File: config.mk
export PLATFORM = sky130hd
export DESIGN_NAME = tgd_decoder
export DESIGN_NICKNAME = d
export VERILOG_FILES = /design/src/inc/tgd_pkg.sv /design/src/rtl/tgd_decoder.sv
export SDC_FILE = /design/constraint.sdc
export NUM_CORES = 1
export LEC_CHECK = 0
export BUFFER_PORTS_ARGS = -buffer_cell sky130_fd_sc_hd__buf_2
export CORE_AREA = 2 2 213 215
export CTS_CLUSTER_SIZE = 10
export DETAILED_ROUTE_END_ITERATION = 8
export DIE_AREA = 0 0 215 217
export PLACE_DENSITY = 0.67
export SLEW_MARGIN = 20
export SYNTH_ARGS = -nofsm -noshare
export SYNTH_HDL_FRONTEND = slang
export SYNTH_SLANG_ARGS = --single-unit
export TNS_END_PERCENT = 5
File: constraint.sdc
create_clock -name i_clock -period 6.25 [get_ports i_clock]
set_input_delay 0.3125 -clock i_clock [delete_from_list [all_inputs] [get_ports i_clock]]
set_output_delay 0.3125 -clock i_clock [all_outputs]
set_load 0.02 [all_outputs]
File: src/inc/tgd_pkg.sv
// Constants and carrier types for the task gate and long task state block decoder.
// Assumes a 32-bit word memory port that returns aligned little-endian words.
package tgd_pkg;
  // 64-bit task state block layout (byte offsets)
  localparam logic [7:0] TGD_OFS_PSP0     = 8'h04;
  localparam logic [7:0] TGD_OFS_IST1     = 8'h24;
  localparam logic [7:0] TGD_OFS_MAP_WORD = 8'h64;
  localparam logic [7:0] TGD_PTR_STRIDE   = 8'h08;
  localparam logic [7:0] TGD_WORD_BYTES   = 8'h04;
  localparam int         TGD_MAP_LSB      = 16;
  // Task gate upper word fields
  localparam int         TGD_P_BIT        = 15;
  localparam int         TGD_DPL_MSB      = 14;
  localparam int         TGD_DPL_LSB      = 13;
  localparam int         TGD_ST_MSB       = 12;
  localparam int         TGD_ST_LSB       = 8;
  localparam logic [4:0] TGD_TASK_GATE    = 5'h05;
  // Task gate lower word selector field
  localparam int         TGD_SEL_MSB      = 31;
  localparam int         TGD_SEL_LSB      = 16;

  typedef enum logic [1:0] {
    TGD_TBL_GLOBAL = 2'h0,
    TGD_TBL_LOCAL  = 2'h1,
    TGD_TBL_INTR   = 2'h2
  } tgd_table_t;

  typedef struct packed {
    logic        present;
    logic [1:0]  descriptor_privilege_level;
    logic        is_task_gate;
    logic [15:0] tsb_selector;
    tgd_table_t  table_id;
  } tgd_gate_t;

  typedef struct packed {
    logic [15:0] port;
    logic [2:0]  size;
  } tgd_io_req_t;
endpackage

File: src/rtl/tgd_decoder.sv
// Task gate decode, long task state block field fetch, io permission check,
// and per-task local table selector / page table base tracking.
// Assumes a single core clock and a memory port answering with i_mem_ack.
`timescale 1ns/100ps
module tgd_decoder
  import tgd_pkg::*;
#(
  parameter int ADDR_W = 32
) (
  input  wire logic              i_clock,
  input  wire logic              i_rstn,
  input  wire logic              i_long_mode,
  input  wire logic              i_paging_en,
  input  wire logic              i_desc_valid,
  input  wire logic              i_desc_xfer,
  input  wire tgd_table_t        i_desc_table,
  input  wire logic [31:0]       i_desc_lo,
  input  wire logic [31:0]       i_desc_hi,
  input  wire logic [ADDR_W-1:0] i_tsb_base,
  input  wire logic [15:0]       i_tsb_limit,
  input  wire logic              i_stk_req,
  input  wire logic              i_stk_ist,
  input  wire logic [2:0]        i_stk_idx,
  input  wire logic              i_io_req,
  input  wire tgd_io_req_t       i_io,
  output logic                   o_mem_req,
  output logic [ADDR_W-1:0]      o_mem_addr,
  input  wire logic              i_mem_ack,
  input  wire logic [31:0]       i_mem_rdata,
  input  wire logic              i_task_switch,
  input  wire logic [15:0]       i_new_ldt_sel,
  input  wire logic [ADDR_W-1:0] i_new_ptb,
  input  wire logic              i_xlat_req,
  input  wire logic [ADDR_W-1:0] i_lin_addr,
  output tgd_gate_t              o_gate,
  output logic                   o_gate_valid,
  output logic                   o_np_fault,
  output logic                   o_gp_fault,
  output logic                   o_busy,
  output logic [63:0]            o_stack_ptr,
  output logic                   o_stk_done,
  output logic                   o_io_done,
  output logic                   o_io_grant,
  output logic                   o_save_valid,
  output logic [15:0]            o_saved_ldt_sel,
  output logic [ADDR_W-1:0]      o_saved_ptb,
  output logic [15:0]            o_ldt_sel,
  output logic [ADDR_W-1:0]      o_ptb,
  output logic                   o_walk_req,
  output logic [ADDR_W-1:0]      o_walk_root,
  output logic                   o_phys_valid,
  output logic [ADDR_W-1:0]      o_phys_addr
);

  // ----------------------------------------------------------------
  // Helpers
  // ----------------------------------------------------------------
  function automatic logic [3:0] size_mask(input logic [2:0] size);
    case (size)
      3'h1:    size_mask = 4'h1;
      3'h2:    size_mask = 4'h3;
      default: size_mask = 4'hf;
    endcase
  endfunction

  function automatic logic [ADDR_W-1:0] ext8(input logic [7:0] v);
    ext8 = {{(ADDR_W-8){1'b0}}, v};
  endfunction

  // ----------------------------------------------------------------
  // Task gate decode
  // ----------------------------------------------------------------
  tgd_gate_t gate_now;
  always_comb begin
    // Reserved low byte, upper half and lower half are never looked at
    gate_now.present      = i_desc_hi[TGD_P_BIT];
    gate_now.descriptor_privilege_level          = i_desc_hi[TGD_DPL_MSB:TGD_DPL_LSB];
    gate_now.is_task_gate = (i_desc_hi[TGD_ST_MSB:TGD_ST_LSB] == TGD_TASK_GATE);
    gate_now.tsb_selector = i_desc_lo[TGD_SEL_MSB:TGD_SEL_LSB];
    gate_now.table_id     = i_desc_table;
  end

  logic gate_gp;
  logic gate_np;
  assign gate_gp = i_desc_valid && i_desc_xfer && i_long_mode && gate_now.is_task_gate;
  assign gate_np = i_desc_valid && gate_now.is_task_gate && !gate_now.present && !gate_gp;

  // Descriptor is only read; no write path back to memory exists
  always_ff @(posedge i_clock or negedge i_rstn) begin
    if (!i_rstn) begin
      o_gate       <= '0;
      o_gate_valid <= 1'b0;
      o_np_fault   <= 1'b0;
    end else begin
      o_gate_valid <= i_desc_valid;
      o_np_fault   <= gate_np;
      if (i_desc_valid) begin
        o_gate <= gate_now;
      end
    end
  end

  // ----------------------------------------------------------------
  // Task state block fetch engine
  // ----------------------------------------------------------------
  typedef enum logic [5:0] {
    TGD_IDLE  = 6'h01,
    TGD_STK_L = 6'h02,
    TGD_STK_H = 6'h04,
    TGD_MAP_B = 6'h08,
    TGD_IO_L  = 6'h10,
    TGD_IO_H  = 6'h20
  } tgd_state_t;

  tgd_state_t  state;
  logic [31:0] lo_word;
  tgd_io_req_t io_hold;
  logic [15:0] map_byte;
  logic [16:0] next_map_byte;
  logic [5:0]  bit_shift;
  logic [63:0] map_pair;
  logic [3:0]  map_bits;
  logic        io_deny;
  logic        io_gp;
  logic        io_oob;

  assign next_map_byte = {1'b0, i_mem_rdata[31:TGD_MAP_LSB]} + {4'h0, io_hold.port[15:3]};
  // Two bytes are read so multi-byte ports crossing a byte still see every bit
  assign io_oob    = (next_map_byte + 17'h1) > {1'b0, i_tsb_limit};
  assign bit_shift = {map_byte[1:0], 3'h0} + {3'h0, io_hold.port[2:0]};
  assign map_pair  = {i_mem_rdata, lo_word} >> bit_shift;
  assign map_bits  = map_pair[3:0] & size_mask(io_hold.size);
  assign io_deny   = |map_bits;
  assign io_gp     = ((state == TGD_IO_H) && i_mem_ack && io_deny) ||
                     ((state == TGD_MAP_B) && i_mem_ack && io_oob);

  always_ff @(posedge i_clock or negedge i_rstn) begin
    if (!i_rstn) begin
      state       <= TGD_IDLE;
      o_mem_req   <= 1'b0;
      o_mem_addr  <= '0;
      lo_word     <= '0;
      io_hold     <= '0;
      map_byte    <= '0;
      o_stack_ptr <= '0;
      o_stk_done  <= 1'b0;
      o_io_done   <= 1'b0;
      o_io_grant  <= 1'b0;
    end else begin
      o_stk_done <= 1'b0;
      o_io_done  <= 1'b0;
      case (state)
        TGD_IDLE: begin
          if (i_stk_req) begin
            o_mem_req <= 1'b1;
            if (i_stk_ist) begin
              o_mem_addr <= i_tsb_base + ext8(TGD_OFS_IST1) +
                            ext8(TGD_PTR_STRIDE * {5'h0, i_stk_idx - 3'h1});
            end else begin
              o_mem_addr <= i_tsb_base + ext8(TGD_OFS_PSP0) +
                            ext8(TGD_PTR_STRIDE * {5'h0, i_stk_idx});
            end
            state <= TGD_STK_L;
          end else if (i_io_req) begin
            o_mem_req  <= 1'b1;
            o_mem_addr <= i_tsb_base + ext8(TGD_OFS_MAP_WORD);
            io_hold    <= i_io;
            state      <= TGD_MAP_B;
          end
        end
        TGD_STK_L: begin
          if (i_mem_ack) begin
            lo_word    <= i_mem_rdata;
            o_mem_addr <= o_mem_addr + ext8(TGD_WORD_BYTES);
            state      <= TGD_STK_H;
          end
        end
        TGD_STK_H: begin
          if (i_mem_ack) begin
            o_stack_ptr <= {i_mem_rdata, lo_word};
            o_stk_done  <= 1'b1;
            o_mem_req   <= 1'b0;
            state       <= TGD_IDLE;
          end
        end
        TGD_MAP_B: begin
          if (i_mem_ack) begin
            if (io_oob) begin
              // Ports beyond the block limit behave as if their bit were set
              o_io_done  <= 1'b1;
              o_io_grant <= 1'b0;
              o_mem_req  <= 1'b0;
              state      <= TGD_IDLE;
            end else begin
              map_byte   <= next_map_byte[15:0];
              o_mem_addr <= i_tsb_base + {{(ADDR_W-16){1'b0}}, next_map_byte[15:2], 2'h0};
              state      <= TGD_IO_L;
            end
          end
        end
        TGD_IO_L: begin
          if (i_mem_ack) begin
            lo_word    <= i_mem_rdata;
            o_mem_addr <= o_mem_addr + ext8(TGD_WORD_BYTES);
            state      <= TGD_IO_H;
          end
        end
        TGD_IO_H: begin
          if (i_mem_ack) begin
            o_io_done  <= 1'b1;
            o_io_grant <= !io_deny;
            o_mem_req  <= 1'b0;
            state      <= TGD_IDLE;
          end
        end
        default: begin
          state     <= TGD_IDLE;
          o_mem_req <= 1'b0;
        end
      endcase
    end
  end

  always_ff @(posedge i_clock or negedge i_rstn) begin
    if (!i_rstn) begin
      o_busy <= 1'b0;
    end else begin
      o_busy <= (state != TGD_IDLE) || i_stk_req || i_io_req;
    end
  end

  // ----------------------------------------------------------------
  // Per-task state and legacy switch
  // ----------------------------------------------------------------
  logic switch_gp;
  assign switch_gp = i_task_switch && i_long_mode;

  always_ff @(posedge i_clock or negedge i_rstn) begin
    if (!i_rstn) begin
      o_save_valid    <= 1'b0;
      o_saved_ldt_sel <= '0;
      o_saved_ptb     <= '0;
      o_ldt_sel       <= '0;
      o_ptb           <= '0;
    end else begin
      // In long mode nothing is saved or restored; software owns that state
      o_save_valid <= i_task_switch && !i_long_mode;
      if (i_task_switch && !i_long_mode) begin
        o_saved_ldt_sel <= o_ldt_sel;
        o_ldt_sel       <= i_new_ldt_sel;
        o_saved_ptb     <= o_ptb;
        o_ptb           <= i_new_ptb;
      end
    end
  end

  always_ff @(posedge i_clock or negedge i_rstn) begin
    if (!i_rstn) begin
      o_gp_fault <= 1'b0;
    end else begin
      o_gp_fault <= gate_gp || switch_gp || io_gp;
    end
  end

  // ----------------------------------------------------------------
  // Translation root selection
  // ----------------------------------------------------------------
  always_ff @(posedge i_clock or negedge i_rstn) begin
    if (!i_rstn) begin
      o_walk_req   <= 1'b0;
      o_walk_root  <= '0;
      o_phys_valid <= 1'b0;
      o_phys_addr  <= '0;
    end else begin
      o_walk_req   <= i_xlat_req && i_paging_en;
      o_phys_valid <= i_xlat_req && !i_paging_en;
      if (i_xlat_req) begin
        o_walk_root <= o_ptb;
        o_phys_addr <= i_lin_addr;
      end
    end
  end
endmodule

# Word level (Yosys, flattened, before mapping)
# Index checks and enable logic that the tools add are counted.
# word_totals
inputBits,260
wordCells,131
rom_bits,0
latchBits,0
regBits,348
n_memories,0
ram_bits,0
# classes
reduce_logical,37
eq_ne,19
magnitude_cmp,1
div_mod_pow,0
muxes,29
shifts,1
n_addsub,11
multipliers,0
bitwise,4
# ops
operator,n
$mux 32,6
$pmux 32 s3,1
$add 32x3->32 const B,2
$add 32x6->32,2
$shr 64x6->4,1
$mux 6,6
$add 32x16->32,1
$add 32x6->32 const B,1
$add 32x7->32 const B,1
$pmux 6 s5,1
$add 16x13->17,1
$add 17x1->17 const B,1
$gt 17x16->1,1
$reduce_and 5->1,3
$logic_and 1x1->1,14
$ne 2x2->1 const B,6
$mux 1,10
$pmux 4 s2,1
$add 5x3->6,1
$eq 6x1->1 const B,1
$eq 6x2->1 const B,1
$eq 6x3->1 const B,1
$eq 6x4->1 const B,1
$eq 6x5->1 const B,1
22 further kinds,37

# Logic depth before layout (Yosys ltp)
# Gate-level depths: netlist of run 1.
# depth
ltp_word,7
ltp_mapped,24
ltp_nobuf,22

# Least setup slack after synthesis of run 1
# OpenSTA, ideal clock, no wires.
# synth_path
kind,register -> register
from,reg io_hold[6] in the netlist's numbering
to,reg o_mem_addr[21]
path_slack_ns,1.483
synth_period_minus_slack_ns,4.767
path_buffers,3
stages_incl_launch_ff,25
arrival_time_ns,4.642
path_cell_list,dfrtp_1 ha_1 inv_1 fa_1 nor2b_1 o2111a_1 or3_1 and3b_1 or2_2 clkbuf_1 nand3_1 and3b_1 xor2_1 ha_1 nand2_1 or3_1 nor3_1 a21oi_1 a22oi_1 nand2_1 o21ai_2 a21o_1 buf_6 buf_6 mux2_4
# synth_via
elab_chain_len,5
word_cells_on_any_way,9
classes_between,add/sub: 3; order compare: 1; eq/ne: 1; mux: 3; reduce/logical: 1
# synth_lines
element,line,rtl
"start, declared",tgd_decoder.sv:117,tgd_io_req_t io_hold;
"start signal, assigned",tgd_decoder.sv:167,io_hold <= i_io;
$add 16x13->17 *,tgd_decoder.sv:127,"assign next_map_byte = {1'b0, i_mem_rdata[31:TGD_MAP_LSB]} + {4'h0, io_hold.port[15:3]};"
$add 17x1->17 / $add 32x16->32 (equally long branches),"tgd_decoder.sv:129, tgd_decoder.sv:196",
$gt 17x16->1 / $mux 32 (equally long branches),"tgd_decoder.sv:129, tgd_decoder.sv:188",
$ne 2x2->1 (no source line) / $mux 32 (equally long branches),--,
$reduce_and 5->1 (no source line) / $pmux 32 s3 (equally long branches),--,
"end signal, assigned",tgd_decoder.sv:157,o_mem_addr <= i_tsb_base + ext8(TGD_OFS_IST1) +
"end signal, assigned",tgd_decoder.sv:160,o_mem_addr <= i_tsb_base + ext8(TGD_OFS_PSP0) +
"end signal, assigned",tgd_decoder.sv:166,o_mem_addr <= i_tsb_base + ext8(TGD_OFS_MAP_WORD);
"end, declared",tgd_decoder.sv:27,"output logic [ADDR_W-1:0] o_mem_addr,"
# Mark *: on every way between the ends. The rest lies on a longest branch, timed or not. The select of a mux whose other input is x is not followed.
# A chain may end at the register's enable or synchronous reset.

# Worst setup path in the final report of run 1
# layout_path
from,in i_mem_rdata[16]
to,reg o_mem_addr[6]
# layout_via
elab_chain_len,5
word_cells_on_any_way,9
classes_between,add/sub: 3; order compare: 1; eq/ne: 1; mux: 3; reduce/logical: 1
# layout_lines
element,line,rtl
"start, declared",tgd_decoder.sv:29,"input wire logic [31:0] i_mem_rdata,"
$add 16x13->17 *,tgd_decoder.sv:127,
$add 17x1->17 / $add 32x16->32 (equally long branches),"tgd_decoder.sv:129, tgd_decoder.sv:196",
$gt 17x16->1 / $mux 32 (equally long branches),"tgd_decoder.sv:129, tgd_decoder.sv:188",
$ne 2x2->1 (no source line) / $mux 32 (equally long branches),--,
$reduce_and 5->1 (no source line) / $pmux 32 s3 (equally long branches),--,
# Marked as above.

==> flow_summary.toml, run 1 <==
[timing]
tightestPinTransition_ns = 1.06
relSlewSlack = 0.291
slew_violations = 0
post-route-period-util = 0.904
rsz0062_at_grt = "no"
setup_viol = 0
hold_viol_final = 0
clock_skew_ns = 0.00709
finalSetupTns_ns = 0
period_minus_slack_ns = 5.65
clock.fmax_mhz = 177

[worst_setup_path]
crit_type = "in2reg"
cp.arrival_ns = 6.09
critPathLaunchType = "input port"
end_kind = "flop"
critical_path_required_ns = 6.69
crit_fanout = 24

[logic_synthesis]
ys_types = 79
synth.net_count = 2028
syn_area_per_cell_sq_um = 10.8
ys_async_sr_fraction = 1.00
synth_top_cell_area_share = 0.471
synth_edf_count = 0
yosysTopAreaCell = "dfrtp_1"
syn-instance-count = 1707
syn-cell-area_sq_um = 18400
synthFlopType = "dfrtp_1"
netlist_top_cells_area = "dfrtp_1 (47%), mux2_2 (15%), nand2_1 (5.5%)"
ys_ff_latch = 348
synth-warning-count = 0
synth-seq-area-share = 0.473

[floorplan]
ioPinCount = 549
die_width_microns = 215
core-area_sq_um = 44700
dieArea_sq_um = 46700
initial_core_util = 0.412
die_h_microns = 217
fp-row-count = 78

[drt]
drcViolationCount = 0
wl_per_cell_microns = 20.3
vias = 16200
ant_nets = 0
vias_per_cell = 5.48
firstDrtPassIters = 5
routed_wl_mm = 60.2
drt-initial-drc-count = 1110

[placed_design]
dpl_cell_area_sq_um = 21600
dp_hpwl_mm = 42.1
place_congestion = 0.913
place.port_buffers = 508

[cells_and_area]
area_growth_pct = 32.1
drive_gt1_frac = 0.367
design_area_sq_um = 24300
fin_util = 0.545
fill_cells = 3910
fin_nets = 2661

[min_path]
hold_path.class = "in2reg"

[power_and_ir_drop]
irDropWorstVdd_mv = 0.296
leakage_nw = 11.5
p_per_area_nw_per_um2 = 450

[clock_tree]
cts_max_level = 2
postCtsSetupBuffers = 0
clock_sinks = 348
clk_latency_ns = 0.56
cts_tree = "built"
clockBufferDepth = 3
path_clk_slew_ns = 0.05
cts-root-buf = "clkbuf_16"
cts_buffers = 43

[grt]
grt_max_degree = 174
antenna_found_initial = 1
grtUsageTotal = 0.251
grt_pass1_vias = 16500
grt_overflow = 0
grt_pass1_wl_mm = 93.4

[job]
cap_violations = 0

[status]
outcome = "complete, no violations"
## cell type report
class | count | area (sq um) | share of cell area
Multi-Input combinational cell | 1222 | 9200 | 0.378
Sequential cell | 348 | 8710 | 0.358
Timing Repair Buffer | 671 | 4150 | 0.171
Clock buffer | 56 | 1170 | 0.0483
Tap cell | 600 | 751 | 0.0308
Inverter | 54 | 204 | 0.00838
Clock inverter | 7 | 150 | 0.00617
Antenna cell | 1 | 2.50 | 0.000103
## worst max-delay path, cell delays in order
cell           delay (ns)
dlygate4sd3_1        0.54
buf_2                0.14
ha_1                 0.20
inv_1                0.07
fa_1                 0.39
nor2b_1              0.24
o22ai_1              0.14
xnor2_1              0.38
nand4_1              0.20
nor3b_1              0.35
nand3_1              0.22
and3b_1              0.32
xor2_1               0.08
ha_1                 0.32
nand2_1              0.07
or3_1                0.39
nor3_1               0.23
a21oi_1              0.10
a22oi_1              0.27
nand2_1              0.12
o21ai_2              0.15
a21o_1               0.13
buf_4                0.34
mux2_2               0.38
## synthesized netlist by cell type, drive strengths merged, types with 12 or more instances
cell type	instances
a211oi	16
a21oi	41
a32o	13
and2	13
and3	15
buf	20
clkbuf	63
dfrtp	347
ha	57
inv	54
mux2	243
mux2i	12
mux4	20
nand2	271
nand3	42
nand4	22
nor2	67
nor2b	27
nor3	32
nor4	15
o211ai	13
o21ai	53
o22ai	14
xnor2	36
xor2	32
## power breakdown
| part | switching, mW | internal (mW) |
|---|---|---|
| Sequential | 0.691 | 2.89 |
| Clock | 0.962 | 1.43 |
| Combinational | 2.83 | 2.14 |
| Total | 4.48 | 6.47 |
## final timing paths
path | end | from | slack, ns | cells past startpoint
hold / removal | o_stack_ptr[56] | i_mem_rdata[24] | 0.03 | 3
setup / recovery | o_mem_addr[6] | i_mem_rdata[16] | 0.60 | 24
hold reg to reg | o_stack_ptr[0] | o_stack_ptr[0] | 0.47 | 2
min in group asynchronous | o_mem_addr[3] | i_rstn | 0.31 | 2
max in group asynchronous | o_walk_root[31] | i_rstn | 4.54 | 3
setup reg to reg | o_mem_addr[6] | io_hold[6] | 0.68 | 22
## kinds of logic (layout without fill, tap and decap cells)
| group | Yosys count | in the layout | synth area share |
|---|---|---|---|
| simple gates | 564 | 564 | 0.145 |
| flops | 348 | 348 | 0.473 |
| mux | 275 | 275 | 0.180 |
| compound gates | 254 | 254 | 0.0978 |
| buf+inv | 137 | 788 | 0.0291 |
| xor+xnor | 68 | 68 | 0.0327 |
| fa+ha+maj | 61 | 61 | 0.0430 |
| other cells | 0 | 1 | 0 |
## stage by stage
step	worst slack, ns	std cells	hold WS [ns]	power (mW)
after floorplan	1.48	1707	0.0169	6.86
after global placement	0.773	2749	0.304	8.30
after detailed placement	0.667	2749	0.309	8.44
after CTS	0.692	2958	0.00979	11.0
after global routing	0.112	2959	0.0193	11.6
final	0.597	2959	0.0300	11.0
## registers in the layout, summed over array words and instances, names as in the netlist, 2 cells and up
| signal | flops |
|---|---|
| io_hold | 19 |
| o_phys_addr | 32 |
| o_saved_ldt_sel | 16 |
| o_saved_ptb | 32 |
| lo_word | 32 |
| o_ldt_sel | 16 |
| o_gate | 22 |
| o_walk_root | 32 |
| o_ptb | 32 |
| map_byte | 2 |
| o_stack_ptr | 64 |
| state | 6 |
| o_mem_addr | 32 |
## repair_timing
item / CTS / global route
hold endpoints to repair: 219 / 0
gates resized for setup: 0 / 0
hold buffers: 146 / 0
## cell usage in the layout, fill, tap and decap left out, drive strengths merged, types with 42 or more instances in the layout
cell type    count
mux2           243
o21ai           53
nand3           42
dlygate4sd3    146
buf            525
ha              57
dfrtp          347
inv             54
nand2          271
nor2            67
clkbuf          56
## layer usage
metal / share of wire / track usage / vias up
li1: - / - / 7402
met1: 0.40 / 0.313 / 7988
met2: 0.49 / 0.426 / 695
met3: 0.080 / 0.0658 / 125
met4: 0.030 / 0.0811 / 0
met5: 0 / 0 / -
No activity file was read; power rests on OpenSTA's default activity.
==> inputs of run 2 (changes only) <==
--- a/config.mk
+++ b/config.mk
@@ -6,11 +6,15 @@
 export NUM_CORES = 1
 export LEC_CHECK = 0
 export BUFFER_PORTS_ARGS = -buffer_cell sky130_fd_sc_hd__buf_2
-export CORE_AREA = 2 2 213 215
+export CELL_PAD_IN_SITES_DETAIL_PLACEMENT = 0
+export CELL_PAD_IN_SITES_GLOBAL_PLACEMENT = 1
+export CORE_ASPECT_RATIO = 0.9
+export CORE_MARGIN = 2
+export CORE_UTILIZATION = 40
 export CTS_CLUSTER_SIZE = 10
 export DETAILED_ROUTE_END_ITERATION = 8
-export DIE_AREA = 0 0 215 217
-export PLACE_DENSITY = 0.67
+export PLACE_DENSITY_LB_ADDON = 0.1
+export RECOVER_POWER = 25
 export SLEW_MARGIN = 20
 export SYNTH_ARGS = -nofsm -noshare
 export SYNTH_HDL_FRONTEND = slang
==> run 2 against run 1 <==
  * The run now ends with max-capacitance violations, max-slew violations left
  * Clock skew rose by 0.024 ns
  * Design area fell by 0.35%
  * Power fell by 1.3%
  * Count of clock-buffer cells in the layout shrank 6
  * Wire length grew 1.6%
  * Highest routed layer is now met5
==> flow_summary.toml, run 2 (synthesized netlist as in run 1, its figures left out) <==
[drt]
firstDrtPassIters = 5
vias = 15900
drt-initial-drc-count = 955
wl_per_cell_microns = 20.5
drcViolationCount = 0
ant_nets = 0
vias_per_cell = 5.32
routed_wl_mm = 61.2

[floorplan]
core-area_sq_um = 45500
die_h_microns = 208
ioPinCount = 549
fp-row-count = 74
initial_core_util = 0.405
dieArea_sq_um = 47800
die_width_microns = 230

[timing]
hold_viol_final = 0
post-route-period-util = 0.887
rsz0062_at_grt = "no"
fin_ws_ns = 0.708
setup_viol = 0
clock_skew_ns = 0.0308
relSlewSlack = -2.03
tightestPinTransition_ns = 4.55
slew_violations = 163
clock.fmax_mhz = 180
period_minus_slack_ns = 5.54
finalSetupTns_ns = 0

[power_and_ir_drop]
clockPowerShare = 0.207
irDropWorstVdd_mv = 0.231
leakage_nw = 11.4
p_per_area_nw_per_um2 = 446
finalPower_mw = 10.8
swShare = 0.416
p_int_mw = 6.31
switchingPower_mw = 4.50
p_comb_frac = 0.462
seqPwrFrac = 0.331

[worst_setup_path]
critPathSlowestCell = "dlygate4sd3_1"
r2r_end = "o_mem_addr[3]"
critPathLaunchType = "input port"
end_kind = "flop"
crit_type = "in2reg"
max_stage_delay_ns = 0.52
crit_fanout = 18
r2r_setup_slack_ns = 0.81
cp.arrival_ns = 5.99
r2r_cells = 23
r2r-start = "io_hold[6]"
critical_path_required_ns = 6.70

[clock_tree]
cts.repair.resized = 0
clk_latency_ns = 0.58
cts_buffers = 43
cts-root-buf = "clkbuf_16"
cts_tree = "built"
cts_max_level = 2
path_clk_slew_ns = 0.06
postCtsSetupBuffers = 0
clockBufferDepth = 3
clock_sinks = 348

[status]
outcome = "complete, but fails checks"
violations = "max-capacitance violations, max-slew violations"

[cells_and_area]
top_register = "o_stack_ptr"
fin_nets = 2676
multi_input_area_sq_um = 9200
fin_cells = 2979
final_cell_mix = "buf_2 (440), dfrtp_1 (346), nand2_1 (271)"
fin_util = 0.534
seq_area_sq_um = 8710
drive_gt1_frac = 0.338
layout_commonest_cell = "buf_2"
area_growth_pct = 31.6
largest_reg_flops = 64
fill_cells = 4158

[min_path]
hold_path.class = "in2reg"
worstHoldStart = "i_mem_rdata[30]"
hold_end = "o_stack_ptr[62]"
holdPathStages = 3

[grt]
grt_max_degree = 162
grt_pass1_wl_mm = 95.2
antenna_found_initial = 3
grt_overflow = 0
grt_pass1_vias = 16200
grtUsageTotal = 0.253

[job]
cap_violations = 3

[placed_design]
dp_hpwl_mm = 44.8
place_congestion = 0.876
dp.cells = 2765
place.port_buffers = 508
place_ws_ns = 0.687
==> run 2: cell types whose count changed in the layout (fill, tap and decap cells not counted), sizes merged <==
cell	delta
buf	-61
clkinv	+2
bufinv	-3
inv	+3
dlygate4sd3	+7
clkbuf	+63
diode	+1
==> run 2: critical path: cells and delay by family <==
kind                       cells  cell delay (ns)
and+or+nand+nor                9             1.94
buffers and inverters          5             1.21
AOI/OAI and AO/OA              5             1.01
adders and majority gates      3             0.87
muxes                          1             0.38
xor gates and xnor gates       2             0.25
==> run 2: power by group through the flow <==
stage / logic [mW] / clock network, mW / registers, mW
finish: 5.00 / 2.23 / 3.58
global route: 5.45 / 2.38 / 3.69
global placement: 4.90 / 0 / 3.57
CTS: 5.05 / 2.29 / 3.57
detailed placement: 4.94 / 0 / 3.60
floorplan: 2.98 / 0 / 3.88
==> run 2: final cells by class <==
type | instances | area share
multi-input combinational | 1222 | 0.379
sequential | 348 | 0.359
timing repair buffer | 686 | 0.172
clock buffer | 50 | 0.0458
tap | 608 | 0.0314
inverter | 54 | 0.00835
clock inverter | 9 | 0.00382
antenna | 2 | 0.000206
==> run 2: stage by stage <==
step / instance area (sq um) / hold slack [ns]
CTS: 24400 / 0.0223
global route: 24300 / 0.0491
detailed placement: 21600 / 0.332
floorplan: 18400 / 0.0169
finish: 24300 / 0.0529
global placement: 21600 / 0.323
==> run 2: timing repair <==
item | 4_1_cts | 5_1_grt
hold endpoints to repair | 240 | 0
hold buffers | 153 | 0
setup endpoints to repair | 0 | 0
==> run 2: routing by layer <==
layer / global-route usage / routed length, microns / part of all wire
met1: 0.324 / 26200 / 0.43
met2: 0.413 / 28900 / 0.47
met3: 0.0651 / 3990 / 0.065
met4: 0.0903 / 2080 / 0.034
met5: 0 / 17 / 0.00028
==> run 2: worst max path at each step <==
stage | from | end | slack (ns) | cells after the start
after floorplan | io_hold[6] | o_mem_addr[21] | 1.48 | 24
after global placement | i_mem_rdata[16] | o_mem_addr[6] | 0.76 | 24
after detailed placement | i_mem_rdata[16] | o_mem_addr[2] | 0.69 | 24
after CTS | i_mem_rdata[16] | o_mem_addr[3] | 0.75 | 25
after global routing | i_mem_rdata[16] | o_mem_addr[7] | 0.32 | 25
final | i_mem_rdata[16] | o_mem_addr[3] | 0.71 | 25
